<file path="src/core/sspg_pkg.sv">
// Purpose: Shared constants, types and state layout of the start-up sequencer
// Assumes: 50 MHz core clock; times counted in whole milliseconds
// Notes: Pin straps arrive as two-bit level codes plus a resistor index
package sspg_pkg;
    // ----------------------------------------------------------------
    // Timing
    // ----------------------------------------------------------------
    localparam int CLK_HZ = 50_000_000;
    localparam int MS_PER_S = 1000;
    localparam int TICK_CYCLES_DEF = CLK_HZ / MS_PER_S;
    localparam int PRE_W = 16;
    localparam int NVM_CHECK_MS = 5;
    localparam int MIN_DELAY_MS = 2;
    localparam int MS_W = 8;
    localparam int VREF_W = 12;
    // ----------------------------------------------------------------
    // Strap decoding
    // ----------------------------------------------------------------
    localparam logic [1:0] LVL_LOW = 2'h0;
    localparam logic [1:0] LVL_OPEN = 2'h1;
    localparam logic [1:0] LVL_HIGH = 2'h2;
    localparam logic [1:0] LVL_RES = 2'h3;
    localparam int RES_IDX_W = 5;
    localparam logic [4:0] RES_IDX_MAX = 5'h14;
    localparam logic [7:0] RES_STEP_MS = 8'h0a;
    localparam logic [7:0] RAMP_OPEN_MS = 8'h05;
    localparam logic [7:0] RAMP_HIGH_MS = 8'h0a;
    localparam logic [7:0] DLY_LO_LOW = 8'h00;
    localparam logic [7:0] DLY_LO_OPEN = 8'h01;
    localparam logic [7:0] DLY_LO_HIGH = 8'h02;
    localparam logic [7:0] DLY_MID_LOW = 8'h05;
    localparam logic [7:0] DLY_MID_OPEN = 8'h0a;
    localparam logic [7:0] DLY_MID_HIGH = 8'h14;
    localparam logic [7:0] DLY_HI_LOW = 8'h32;
    localparam logic [7:0] DLY_HI_OPEN = 8'h64;
    localparam logic [7:0] DLY_HI_HIGH = 8'hc8;
    // ----------------------------------------------------------------
    // Register map
    // ----------------------------------------------------------------
    localparam logic [7:0] OFS_CTRL = 8'h00;
    localparam logic [7:0] OFS_DELAY = 8'h04;
    localparam logic [7:0] OFS_RAMP = 8'h08;
    localparam logic [7:0] OFS_GOOD_DLY = 8'h0c;
    localparam logic [7:0] OFS_TARGET = 8'h10;
    localparam logic [7:0] OFS_LIMITS = 8'h14;
    localparam logic [7:0] OFS_STATUS = 8'h18;
    localparam int CTRL_RESTORE_BIT = 0;
    localparam int CTRL_PRECISE_BIT = 1;
    localparam int CTRL_GOOD_INV_BIT = 2;
    localparam int LIM_OV_LSB = 8;
    localparam int ST_READY_BIT = 4;
    localparam int ST_GOOD_BIT = 5;
    localparam int ST_VREF_LSB = 16;
    localparam logic [7:0] RST_UV_PCT = 8'h0a;
    localparam logic [7:0] RST_OV_PCT = 8'h0f;
    localparam logic [7:0] PCT_FULL = 8'h64;

    typedef enum logic [2:0] {
        SEQ_NVM,
        SEQ_PINS,
        SEQ_READY,
        SEQ_DELAY,
        SEQ_RAMP,
        SEQ_ON
    } sspg_state_type;

    typedef struct packed {
        logic [1:0] en;
        logic [1:0] fault;
        logic [1:0][1:0] lvl_lo;
        logic [1:0][1:0] lvl_hi;
        logic [1:0][1:0] lvl_ramp;
        logic [1:0][RES_IDX_W-1:0] res_lo;
        logic [1:0][RES_IDX_W-1:0] res_ramp;
        logic [1:0][VREF_W-1:0] sense;
        sspg_state_type state;
        logic [PRE_W-1:0] pre;
        logic [MS_W-1:0] msc;
        logic [MS_W-1:0] good_cnt;
        logic precise;
        logic good_inv;
        logic good_dly_set;
        logic [MS_W-1:0] delay_ms;
        logic [MS_W-1:0] ramp_ms;
        logic [MS_W-1:0] good_dly_ms;
        logic [VREF_W-1:0] target;
        logic [7:0] uv_pct;
        logic [7:0] ov_pct;
        logic [VREF_W-1:0] vref;
        logic good_act;
        logic good_pin;
        logic ready;
        logic ack;
        logic [31:0] dat;
    } sspg_st_type;
endpackage

</file>
<file path="src/core/sspg_seq.sv">
// Purpose: Power-up sequencer with delay, monotonic ramp and output-good
// Assumes: Wishbone classic slave, synchronous active-high reset at supply up
// Notes: Straps and sensed levels are asynchronous and pass two flip-flops
//
// How it works
// - After reset, wait then load stored settings
// - Then sample straps and load their settings only if no valid stored settings were loaded
// - Ignore enable and bus writes while initialising
// - Restore command reruns the stored-settings check
// - Accept commands and enable only once ready
// - Pre-ramp delay never shorter than 2 ms
// - Longer configured delay is honoured in full, except 255 ms without precise timing
// - Delay counts from enable assertion
// - Delay decoded from two three-level select pins
// - Ramp reference rises monotonically to target
// - Ramp time from ramp pin: 0/5/10 ms
// - Zero ramp jumps straight to target
// - Resistor index selects 0-200 ms in 10 ms
// - Resistor read only at start-up or restore
// - Bus writes override strap delay and ramp
// - Precise delay timing only when control bit set
// - Good only in window, no fault; default -10/+15%
// - Window limits and good polarity bus-writable
// - Good asserts after delay; default equals ramp
// - Good delay writable independently of ramp
//
// Chosen here: the placing of the registers and the Wishbone interface to the registers.
`timescale 1ns/1ps
module sspg_seq #(
    parameter int TICK_CYCLES = sspg_pkg::TICK_CYCLES_DEF,
    parameter logic [11:0] TARGET_DEF = 12'h800
) (
    input wire logic clk_i,
    input wire logic rst_i,
    input wire logic wb_cyc_i,
    input wire logic wb_stb_i,
    input wire logic wb_we_i,
    input wire logic [7:0] wb_adr_i,
    input wire logic [3:0] wb_sel_i,
    input wire logic [31:0] wb_dat_i,
    output logic [31:0] wb_dat_o,
    output logic wb_ack_o,
    input wire logic enable_i,
    input wire logic fault_i,
    input wire logic [1:0] delay_select_low_pin_i,
    input wire logic [1:0] delay_select_high_pin_i,
    input wire logic [1:0] ramp_select_pin_i,
    input wire logic [4:0] delay_res_idx_i,
    input wire logic [4:0] ramp_res_idx_i,
    input wire logic nvm_valid_i,
    input wire logic [7:0] nvm_delay_ms_i,
    input wire logic [7:0] nvm_ramp_ms_i,
    input wire logic [11:0] vout_sense_i,
    output logic [11:0] vout_ref_o,
    output logic output_good_o,
    output logic ready_o
);
    initial begin
        if (TICK_CYCLES < 2 || TICK_CYCLES >= (1 << sspg_pkg::PRE_W)) begin
            $error("TICK_CYCLES out of range");
        end
    end

    sspg_pkg::sspg_st_type st_r, st_nxt;
    localparam int PRE_W = sspg_pkg::PRE_W;
    localparam int VREF_W = sspg_pkg::VREF_W;

    // ----------------------------------------------------------------
    // Decoders
    // ----------------------------------------------------------------
    function automatic logic [7:0] res_ms(input logic [4:0] idx);
        logic [4:0] c;
        c = (idx > sspg_pkg::RES_IDX_MAX) ? sspg_pkg::RES_IDX_MAX : idx;
        return 8'({3'h0, c} * sspg_pkg::RES_STEP_MS);
    endfunction

    function automatic logic [7:0] pick3(input logic [1:0] l, input logic [7:0] a,
                                         input logic [7:0] b, input logic [7:0] c);
        case (l)
            sspg_pkg::LVL_LOW: return a;
            sspg_pkg::LVL_HIGH: return c;
            default: return b;
        endcase
    endfunction

    function automatic logic [7:0] wmask(input logic [7:0] old, input logic [7:0] nw,
                                         input logic en);
        return en ? nw : old;
    endfunction

    logic [7:0] pin_delay, pin_ramp, eff_delay, wait_ms, vmul_ms;
    logic [19:0] lim_lo, lim_hi, ramp_prod;
    logic in_window, tick, req, wr, good_cond;

    always_comb begin
        // Straps decoded every cycle but loaded only in SEQ_PINS, so later resistor changes are inert
        if (st_r.lvl_lo[1] == sspg_pkg::LVL_RES) begin
            pin_delay = res_ms(st_r.res_lo[1]);
        end else begin
            case (st_r.lvl_hi[1])
                sspg_pkg::LVL_LOW: pin_delay = pick3(st_r.lvl_lo[1], sspg_pkg::DLY_LO_LOW,
                    sspg_pkg::DLY_LO_OPEN, sspg_pkg::DLY_LO_HIGH);
                sspg_pkg::LVL_HIGH: pin_delay = pick3(st_r.lvl_lo[1], sspg_pkg::DLY_HI_LOW,
                    sspg_pkg::DLY_HI_OPEN, sspg_pkg::DLY_HI_HIGH);
                default: pin_delay = pick3(st_r.lvl_lo[1], sspg_pkg::DLY_MID_LOW,
                    sspg_pkg::DLY_MID_OPEN, sspg_pkg::DLY_MID_HIGH);
            endcase
        end
        if (st_r.lvl_ramp[1] == sspg_pkg::LVL_RES) begin
            pin_ramp = res_ms(st_r.res_ramp[1]);
        end else begin
            pin_ramp = pick3(st_r.lvl_ramp[1], 8'h00, sspg_pkg::RAMP_OPEN_MS,
                sspg_pkg::RAMP_HIGH_MS);
        end
        eff_delay = (st_r.delay_ms < 8'(sspg_pkg::MIN_DELAY_MS)) ?
            8'(sspg_pkg::MIN_DELAY_MS) : st_r.delay_ms;
        // Free-running tick may land early, so one more tick keeps the minimum
        wait_ms = (st_r.precise || eff_delay == '1) ? eff_delay : 8'(eff_delay + 8'h01);
        lim_lo = 20'({8'h00, st_r.target} * {12'h000, 8'(sspg_pkg::PCT_FULL - st_r.uv_pct)});
        lim_hi = 20'({8'h00, st_r.target} * {12'h000, 8'(sspg_pkg::PCT_FULL + st_r.ov_pct)});
        in_window = (20'({8'h00, st_r.sense[1]} * {12'h000, sspg_pkg::PCT_FULL}) >= lim_lo)
            && (20'({8'h00, st_r.sense[1]} * {12'h000, sspg_pkg::PCT_FULL}) <= lim_hi);
        good_cond = in_window && !st_r.fault[1] && st_r.state == sspg_pkg::SEQ_ON;
        vmul_ms = st_r.msc;
        ramp_prod = 20'({8'h00, st_r.target} * {12'h000, vmul_ms});
        tick = (st_r.pre == PRE_W'(TICK_CYCLES - 1));
        req = wb_cyc_i && wb_stb_i && !st_r.ack;
        wr = req && wb_we_i && st_r.ready;
    end

    // ----------------------------------------------------------------
    // Next state
    // ----------------------------------------------------------------
    always_comb begin
        st_nxt = st_r;
        st_nxt.en = {st_r.en[0], enable_i};
        st_nxt.fault = {st_r.fault[0], fault_i};
        st_nxt.lvl_lo = {st_r.lvl_lo[0], delay_select_low_pin_i};
        st_nxt.lvl_hi = {st_r.lvl_hi[0], delay_select_high_pin_i};
        st_nxt.lvl_ramp = {st_r.lvl_ramp[0], ramp_select_pin_i};
        st_nxt.res_lo = {st_r.res_lo[0], delay_res_idx_i};
        st_nxt.res_ramp = {st_r.res_ramp[0], ramp_res_idx_i};
        st_nxt.sense = {st_r.sense[0], vout_sense_i};
        st_nxt.pre = tick ? '0 : PRE_W'(st_r.pre + 1'b1);
        if (tick && st_r.msc != '1) begin
            st_nxt.msc = st_r.msc + 8'h01;
        end
        st_nxt.ack = req;
        st_nxt.dat = '0;
        // Bus: reads always answer; writes ignored until ready
        if (req && !wb_we_i) begin
            case (wb_adr_i)
                sspg_pkg::OFS_CTRL: st_nxt.dat = 32'({st_r.good_inv, st_r.precise, 1'b0});
                sspg_pkg::OFS_DELAY: st_nxt.dat = 32'(st_r.delay_ms);
                sspg_pkg::OFS_RAMP: st_nxt.dat = 32'(st_r.ramp_ms);
                sspg_pkg::OFS_GOOD_DLY: st_nxt.dat = 32'(st_r.good_dly_ms);
                sspg_pkg::OFS_TARGET: st_nxt.dat = 32'(st_r.target);
                sspg_pkg::OFS_LIMITS: st_nxt.dat = 32'({st_r.ov_pct, st_r.uv_pct});
                sspg_pkg::OFS_STATUS: begin
                    st_nxt.dat[2:0] = st_r.state;
                    st_nxt.dat[sspg_pkg::ST_READY_BIT] = st_r.ready;
                    st_nxt.dat[sspg_pkg::ST_GOOD_BIT] = st_r.good_act;
                    st_nxt.dat[sspg_pkg::ST_VREF_LSB +: VREF_W] = st_r.vref;
                end
                default: st_nxt.dat = '0;
            endcase
        end
        if (wr) begin
            case (wb_adr_i)
                sspg_pkg::OFS_CTRL: begin
                    if (wb_sel_i[0]) begin
                        st_nxt.precise = wb_dat_i[sspg_pkg::CTRL_PRECISE_BIT];
                        st_nxt.good_inv = wb_dat_i[sspg_pkg::CTRL_GOOD_INV_BIT];
                    end
                end
                sspg_pkg::OFS_DELAY: st_nxt.delay_ms =
                    wmask(st_r.delay_ms, wb_dat_i[7:0], wb_sel_i[0]);
                sspg_pkg::OFS_RAMP: st_nxt.ramp_ms =
                    wmask(st_r.ramp_ms, wb_dat_i[7:0], wb_sel_i[0]);
                sspg_pkg::OFS_GOOD_DLY: begin
                    st_nxt.good_dly_ms = wmask(st_r.good_dly_ms, wb_dat_i[7:0], wb_sel_i[0]);
                    st_nxt.good_dly_set = st_r.good_dly_set | wb_sel_i[0];
                end
                sspg_pkg::OFS_TARGET: begin
                    st_nxt.target[7:0] = wmask(st_r.target[7:0], wb_dat_i[7:0], wb_sel_i[0]);
                    if (wb_sel_i[1]) begin
                        st_nxt.target[11:8] = wb_dat_i[11:8];
                    end
                end
                sspg_pkg::OFS_LIMITS: begin
                    st_nxt.uv_pct = wmask(st_r.uv_pct, wb_dat_i[7:0], wb_sel_i[0]);
                    st_nxt.ov_pct = wmask(st_r.ov_pct,
                        wb_dat_i[sspg_pkg::LIM_OV_LSB +: 8], wb_sel_i[1]);
                end
                default: ;
            endcase
        end
        if (!st_nxt.good_dly_set) begin
            st_nxt.good_dly_ms = st_nxt.ramp_ms;
        end
        // ----------------------------------------------------------------
        // Sequencer
        // ----------------------------------------------------------------
        case (st_r.state)
            sspg_pkg::SEQ_NVM: begin
                st_nxt.ready = 1'b0;
                st_nxt.vref = '0;
                if (st_r.msc >= 8'(sspg_pkg::NVM_CHECK_MS)) begin
                    if (nvm_valid_i) begin
                        st_nxt.delay_ms = nvm_delay_ms_i;
                        st_nxt.ramp_ms = nvm_ramp_ms_i;
                    end
                    st_nxt.state = sspg_pkg::SEQ_PINS;
                end
            end
            sspg_pkg::SEQ_PINS: begin
                // Stored values take priority over straps
                if (!nvm_valid_i) begin
                    st_nxt.delay_ms = pin_delay;
                    st_nxt.ramp_ms = pin_ramp;
                end
                if (!st_r.good_dly_set) begin
                    st_nxt.good_dly_ms = nvm_valid_i ? st_r.ramp_ms : pin_ramp;
                end
                st_nxt.ready = 1'b1;
                st_nxt.state = sspg_pkg::SEQ_READY;
            end
            sspg_pkg::SEQ_READY: begin
                st_nxt.vref = '0;
                if (st_r.en[1]) begin
                    st_nxt.msc = '0;
                    if (st_r.precise) begin
                        st_nxt.pre = '0;
                    end
                    st_nxt.state = sspg_pkg::SEQ_DELAY;
                end
            end
            sspg_pkg::SEQ_DELAY: begin
                if (st_r.msc >= wait_ms) begin
                    st_nxt.msc = '0;
                    st_nxt.pre = '0;
                    st_nxt.state = sspg_pkg::SEQ_RAMP;
                end
            end
            sspg_pkg::SEQ_RAMP: begin
                if (st_r.ramp_ms == '0 || st_r.msc >= st_r.ramp_ms) begin
                    st_nxt.vref = st_r.target;
                    st_nxt.msc = '0;
                    st_nxt.state = sspg_pkg::SEQ_ON;
                end else begin
                    // Quotient only grows while neither target nor ramp time is rewritten over the bus during the ramp
                    st_nxt.vref = VREF_W'(ramp_prod / {12'h000, st_r.ramp_ms});
                end
            end
            sspg_pkg::SEQ_ON: st_nxt.vref = st_r.target;
            default: st_nxt.state = sspg_pkg::SEQ_NVM;
        endcase
        if (!st_r.en[1] && st_r.state inside {sspg_pkg::SEQ_DELAY, sspg_pkg::SEQ_RAMP,
                                              sspg_pkg::SEQ_ON}) begin
            st_nxt.state = sspg_pkg::SEQ_READY;
            st_nxt.vref = '0;
        end
        if (wr && wb_adr_i == sspg_pkg::OFS_CTRL && wb_sel_i[0]
            && wb_dat_i[sspg_pkg::CTRL_RESTORE_BIT]) begin
            st_nxt.state = sspg_pkg::SEQ_NVM;
            st_nxt.msc = '0;
            st_nxt.vref = '0;
            st_nxt.ready = 1'b0;
        end
        // ----------------------------------------------------------------
        // Output good
        // ----------------------------------------------------------------
        if (!good_cond) begin
            st_nxt.good_act = 1'b0;
            st_nxt.good_cnt = '0;
        end else if (!st_r.good_act) begin
            if (st_r.good_cnt >= st_r.good_dly_ms) begin
                st_nxt.good_act = 1'b1;
            end else if (tick) begin
                st_nxt.good_cnt = st_r.good_cnt + 8'h01;
            end
        end
        st_nxt.good_pin = st_nxt.good_act ^ st_nxt.good_inv;
    end

    always_ff @(posedge clk_i) begin
        if (rst_i) begin
            st_r <= '0;
            st_r.state <= sspg_pkg::SEQ_NVM;
            st_r.target <= TARGET_DEF;
            st_r.uv_pct <= sspg_pkg::RST_UV_PCT;
            st_r.ov_pct <= sspg_pkg::RST_OV_PCT;
        end else begin
            st_r <= st_nxt;
        end
    end

    assign wb_ack_o = st_r.ack;
    assign wb_dat_o = st_r.dat;
    assign vout_ref_o = st_r.vref;
    assign output_good_o = st_r.good_pin;
    assign ready_o = st_r.ready;
endmodule // sspg_seq

</file>
<file path="config.mk">
export PLATFORM = sky130hd
export DESIGN_NAME = sspg_seq
export DESIGN_NICKNAME = d
export VERILOG_FILES = /design/src/core/sspg_pkg.sv /design/src/core/sspg_seq.sv
export SDC_FILE = /design/constraint.sdc
export NUM_CORES = 2
export LEC_CHECK = 0
export BUFFER_PORTS_ARGS = -buffer_cell sky130_fd_sc_hd__buf_4
export CAP_MARGIN = 20
export CELL_PAD_IN_SITES_DETAIL_PLACEMENT = 2
export CELL_PAD_IN_SITES_GLOBAL_PLACEMENT = 2
export CORE_ASPECT_RATIO = 1.25
export CORE_MARGIN = 4
export CORE_UTILIZATION = 39
export CTS_CLUSTER_SIZE = 14
export DETAILED_ROUTE_END_ITERATION = 12
export PLACE_DENSITY = 0.93
export SETUP_SLACK_MARGIN = 0.3
export SYNTH_ARGS = -nofsm -noshare
export SYNTH_HDL_FRONTEND = slang
export SYNTH_SLANG_ARGS = --single-unit
</file>
<file path="constraint.sdc">
create_clock -name clk_i -period 81.7 [get_ports clk_i]
set_input_delay 4.085 -clock clk_i [delete_from_list [all_inputs] [get_ports clk_i]]
set_output_delay 4.085 -clock clk_i [all_outputs]
set_load 0.03 [all_outputs]
</file>
==> impl_metrics.env, run 1 <==
export IMPL_hpwl_um=111100
export IMPL_place_gp_congestion=0.8487
export IMPL_synth_edf_count=0
export IMPL_postCtsHoldBufs=0
export IMPL_toolErrorMsg="[ERROR GRT-0232] Routing congestion too high. Check the congestion heatmap in the GUI."
export IMPL_ctsResizeCount=0
export IMPL_cts_htree_levels=4
export IMPL_track_usage=0.5697
export IMPL_synthCells=3479
export IMPL_die_y_um=308.8
export IMPL_syn_cell_area_mm2=0.02822
export IMPL_grt_overflow=9
export IMPL_placedInstanceArea_mm2=0.02972
export IMPL_avgSynthCellArea_um2=8.112
export IMPL_pin_count=143
export IMPL_dp_cells=4408
export IMPL_async_flop_share=0
export IMPL_ys_seq_elements=194
export IMPL_die_width_um=248.6
export IMPL_port_buffers=120
export IMPL_synth_ff_type="dfxtp_1"
export IMPL_synthDistinctLibCells=108
export IMPL_core_rowCount=110
export IMPL_outcome="stopped before the end"
export IMPL_post_cts_buffers=0
export IMPL_start_util=0.3928
export IMPL_ys_seq_area_frac=0.1376
export IMPL_cts_root_buf="clkbuf_16"
export IMPL_clock_sinks=194
export IMPL_cts_made_buffers=17
export IMPL_failing_step="global routing"
export IMPL_grt_max_degree=81
export IMPL_clockBufferDepth=2
export IMPL_yosysWarnings=0
==> kinds of logic after synthesis <==
kind of cell	Yosys count	synth area share
XOR/XNOR	153	0.04797
other	1	0.0001329
multiplexers	115	0.04447
adder cells (fa/ha/maj)	561	0.2989
AND/OR/NAND/NOR	1177	0.2123
flip-flops	194	0.1376
AO/OA/AOI/OAI	776	0.1851
buffers and inverters	502	0.07346
==> cells in the mapped netlist, types with 54 or more instances <==
cell | n | area, um2
nor3_1 | 97 | 485.5
xor2_1 | 56 | 490.5
a21oi_1 | 211 | 1056
clkbuf_1 | 119 | 446.7
inv_1 | 321 | 1205
a21o_1 | 54 | 405.4
mux2_2 | 58 | 653.1
dfxtp_1 | 194 | 3884
ha_1 | 371 | 4642
nand2_1 | 266 | 998.5
xnor2_1 | 96 | 840.8
and2_1 | 204 | 1276
nor2b_1 | 109 | 681.9
fa_1 | 189 | 3784
o21a_1 | 80 | 600.6
nor2_1 | 262 | 983.4
o21ai_0 | 105 | 525.5
==> per-stage QoR <==
step / worst slack [ns] / hold WS [ns] / util
4_1_cts: 18.31 / 0.4459 / 0.4224
3_5_place_dp: 21.18 / 0.4382 / 0.4137
3_3_place_gp: 25.50 / 0.4180 / 0.4137
2_1_floorplan: 34.40 / 0.4132 / -
==> layer usage <==
metal  GRT overflow  track usage
met3              0       0.4176
met5              0       0.2322
met1              0       0.5268
met4              1       0.6042
met2              8       0.7570
==> inputs of run 2 (changes only) <==
- CELL_PAD_IN_SITES_DETAIL_PLACEMENT: 2 -> default
- CELL_PAD_IN_SITES_GLOBAL_PLACEMENT: 2 -> default
- CORE_ASPECT_RATIO: 1.25 -> default
- CORE_UTILIZATION: 39 -> 24
- CTS_CLUSTER_SIZE: 14 -> default
- PLACE_DENSITY: 0.93 -> default
- PLACE_DENSITY_LB_ADDON: default -> 0.15
- SETUP_SLACK_MARGIN: 0.3 -> default
==> run 2 against run 1 <==
  * The flow now finishes without violations
  * Synthesized cell count did not move
  * Synthesized area unchanged
==> impl_metrics.env, run 2 <==
export IMPL_hpwl_um=70720
export IMPL_viasPerCell=4.770
export IMPL_path_class="reg -> reg"
export IMPL_dp_cells=4993
export IMPL_required_ns=82.05
export IMPL_r2r_start="st_r[68]"
export IMPL_drive_gt1_frac=0.09023
export IMPL_pin_count=143
export IMPL_worstSetupStartpointType="register"
export IMPL_cts_made_buffers=17
export IMPL_post_route_drc_count=0
export IMPL_clock_latency_ns=0.46
export IMPL_pre_cts_slack_ns=24.64
export IMPL_drtPass1Iterations=8
export IMPL_area_delta_synth_final_pct=10.45
export IMPL_antenna_cells=0
export IMPL_cpLargestDelayFamily="compound AO/OA/AOI/OAI gates"
export IMPL_core_rowCount=125
export IMPL_p_total_uw=202.9
export IMPL_grt_pass1_vias=24010
export IMPL_nets=4145
export IMPL_fillers=12730
export IMPL_layout_common_cells="ha_1, inv_1, nand2_1"
export IMPL_hold_violations=0
export IMPL_grt_overflow=0
export IMPL_post_cts_buffers=0
export IMPL_ys_seq_area_frac=0.1376
export IMPL_synth_edf_count=0
export IMPL_rsz0062_at_grt="no"
export IMPL_period_needed_ns=57.05
export IMPL_synthDistinctLibCells=108
export IMPL_wirelength_um=87540
export IMPL_die_y_um=350.9
export IMPL_cts_tree="built"
export IMPL_worst_path_max_fanout=20
export IMPL_setup_tns_final_ns=0
export IMPL_synthCells=3479
export IMPL_clk_pin_slew_ns=0.09
export IMPL_die_area_mm2=0.1231
export IMPL_cap_violations=0
export IMPL_grt_pass1_wl_um=137300
export IMPL_num_vias=23970
export IMPL_wl_per_cell_um=17.42
export IMPL_multiInputGateArea_mm2=0.02229
export IMPL_max_freq_mhz=17.53
export IMPL_period_share=0.6983
export IMPL_crit_buf_inv=10
export IMPL_clock_sinks=194
export IMPL_port_buffers=120
export IMPL_layout_setup_ws_ns=24.65
export IMPL_first_iter_violations=1420
export IMPL_hp_class="reg -> reg"
export IMPL_die_width_um=350.9
export IMPL_postCtsHoldBufs=0
export IMPL_fin_skew_ns=0.02446
export IMPL_worst_setup_path_end_kind="register"
export IMPL_vdd_drop_max_mv=0.01473
export IMPL_finalMaxSlewViolations=0
export IMPL_power_density_mw_per_mm2=6.509
export IMPL_crit_slowest_cell="a221oi_1"
export IMPL_layout_commonest_cell="ha_1"
export IMPL_yosysTopAreaCell="ha_1"
export IMPL_largest_reg_flops=113
export IMPL_async_flop_share=0
export IMPL_final_seq_area_mm2=0.003885
export IMPL_syn_cell_area_mm2=0.02822
export IMPL_synth_top_cell_area_share=0.1645
export IMPL_yosysMostFrequentCell="ha_1"
export IMPL_p_leak_uw=0.01408
export IMPL_setup_viol_count_final=0
export IMPL_min_from="st_nxt[154]"
export IMPL_ant_nets=0
export IMPL_synth_area_leaders="ha_1, dfxtp_1, fa_1"
export IMPL_ys_seq_elements=194
export IMPL_outcome="finished, final reports clean"
export IMPL_crit_start="st_r[68]"
export IMPL_slew_headroom=0.2993
export IMPL_avgSynthCellArea_um2=8.112
export IMPL_tightest_slew_ns=1.047
export IMPL_top_register="st_r"
export IMPL_critPathArrivalTime_ns=57.40
export IMPL_placedInstanceArea_mm2=0.03054
export IMPL_yosysWarnings=0
export IMPL_synth_ff_type="dfxtp_1"
export IMPL_crit_top_cell="o21a_1"
export IMPL_ctsResizeCount=0
export IMPL_cts_root_buf="clkbuf_16"
export IMPL_coreArea_mm2=0.1165
export IMPL_instances_no_fill=5026
export IMPL_track_usage=0.1400
export IMPL_place_gp_congestion=0.8073
export IMPL_cts_htree_levels=4
export IMPL_start_util=0.2422
export IMPL_synthTopCellsByCount="ha_1, inv_1, nand2_1"
export IMPL_grt_max_degree=71
export IMPL_slowest_delay_ns=0.84
export IMPL_antenna_found_initial=7
export IMPL_finalInstanceArea_mm2=0.03117
export IMPL_clockBufferDepth=2
run 2: metal layers:
layer / share of wire / GRT usage / vias up
met3: 0.025 / 0.01311 / 45
met2: 0.46 / 0.2319 / 271
met5: 0 / 0 / -
met1: 0.50 / 0.2012 / 11620
li1: - / - / 12040
met4: 0.011 / 0.01970 / 0
run 2: kinds of logic (layout without fill, tap and decap cells):
group | Yosys count | after routing | synth area share
other | 1 | 4 | 0.0001329
DFF | 194 | 194 | 0.1376
buffers and inverters | 502 | 522 | 0.07346
AOI/OAI and AO/OA | 776 | 776 | 0.1851
muxes | 115 | 115 | 0.04447
adders and majority gates | 561 | 561 | 0.2989
xor gates and xnor gates | 153 | 153 | 0.04797
and+or+nand+nor | 1177 | 1177 | 0.2123
run 2: path summary, 6_finish.rpt:
| path | to | slack, ns | depth (start not counted) |
|---|---|---|---|
| max reg2reg | vout_ref_o[0] | 24.65 | 223 |
| max | vout_ref_o[0] | 24.65 | 223 |
| min reg2reg | st_r[154] | 0.44 | 1 |
| min | st_r[154] | 0.44 | 1 |
run 2: stage by stage:
step | util | hold slack [ns]
2_1_floorplan | - | 0.4132
3_5_place_dp | 0.2621 | 0.4204
3_3_place_gp | 0.2621 | 0.4180
4_1_cts | 0.2675 | 0.4404
6_report | 0.2675 | 0.4362
5_1_grt | 0.2675 | 0.4531
run 2: final cells by class:
| class | count | share of cell area |
|---|---|---|
| multi-input cells | 2786 | 0.7151 |
| flip-flops and latches | 194 | 0.1246 |
| well taps | 1524 | 0.06117 |
| repair buffers | 167 | 0.04014 |
| inverters | 323 | 0.03890 |
| clock buffers | 18 | 0.01409 |
| clock inverters | 14 | 0.006021 |
run 2: power breakdown:
group | total, uW | internal [uW] | switching [uW]
combinational | 17.7 | 7.87 | 9.80
sequential | 96.9 | 96.0 | 0.930
clock | 88.3 | 42.8 | 45.5
total | 203 | 147 | 56.2
Note: power is estimated with default switching activity, not from simulation.
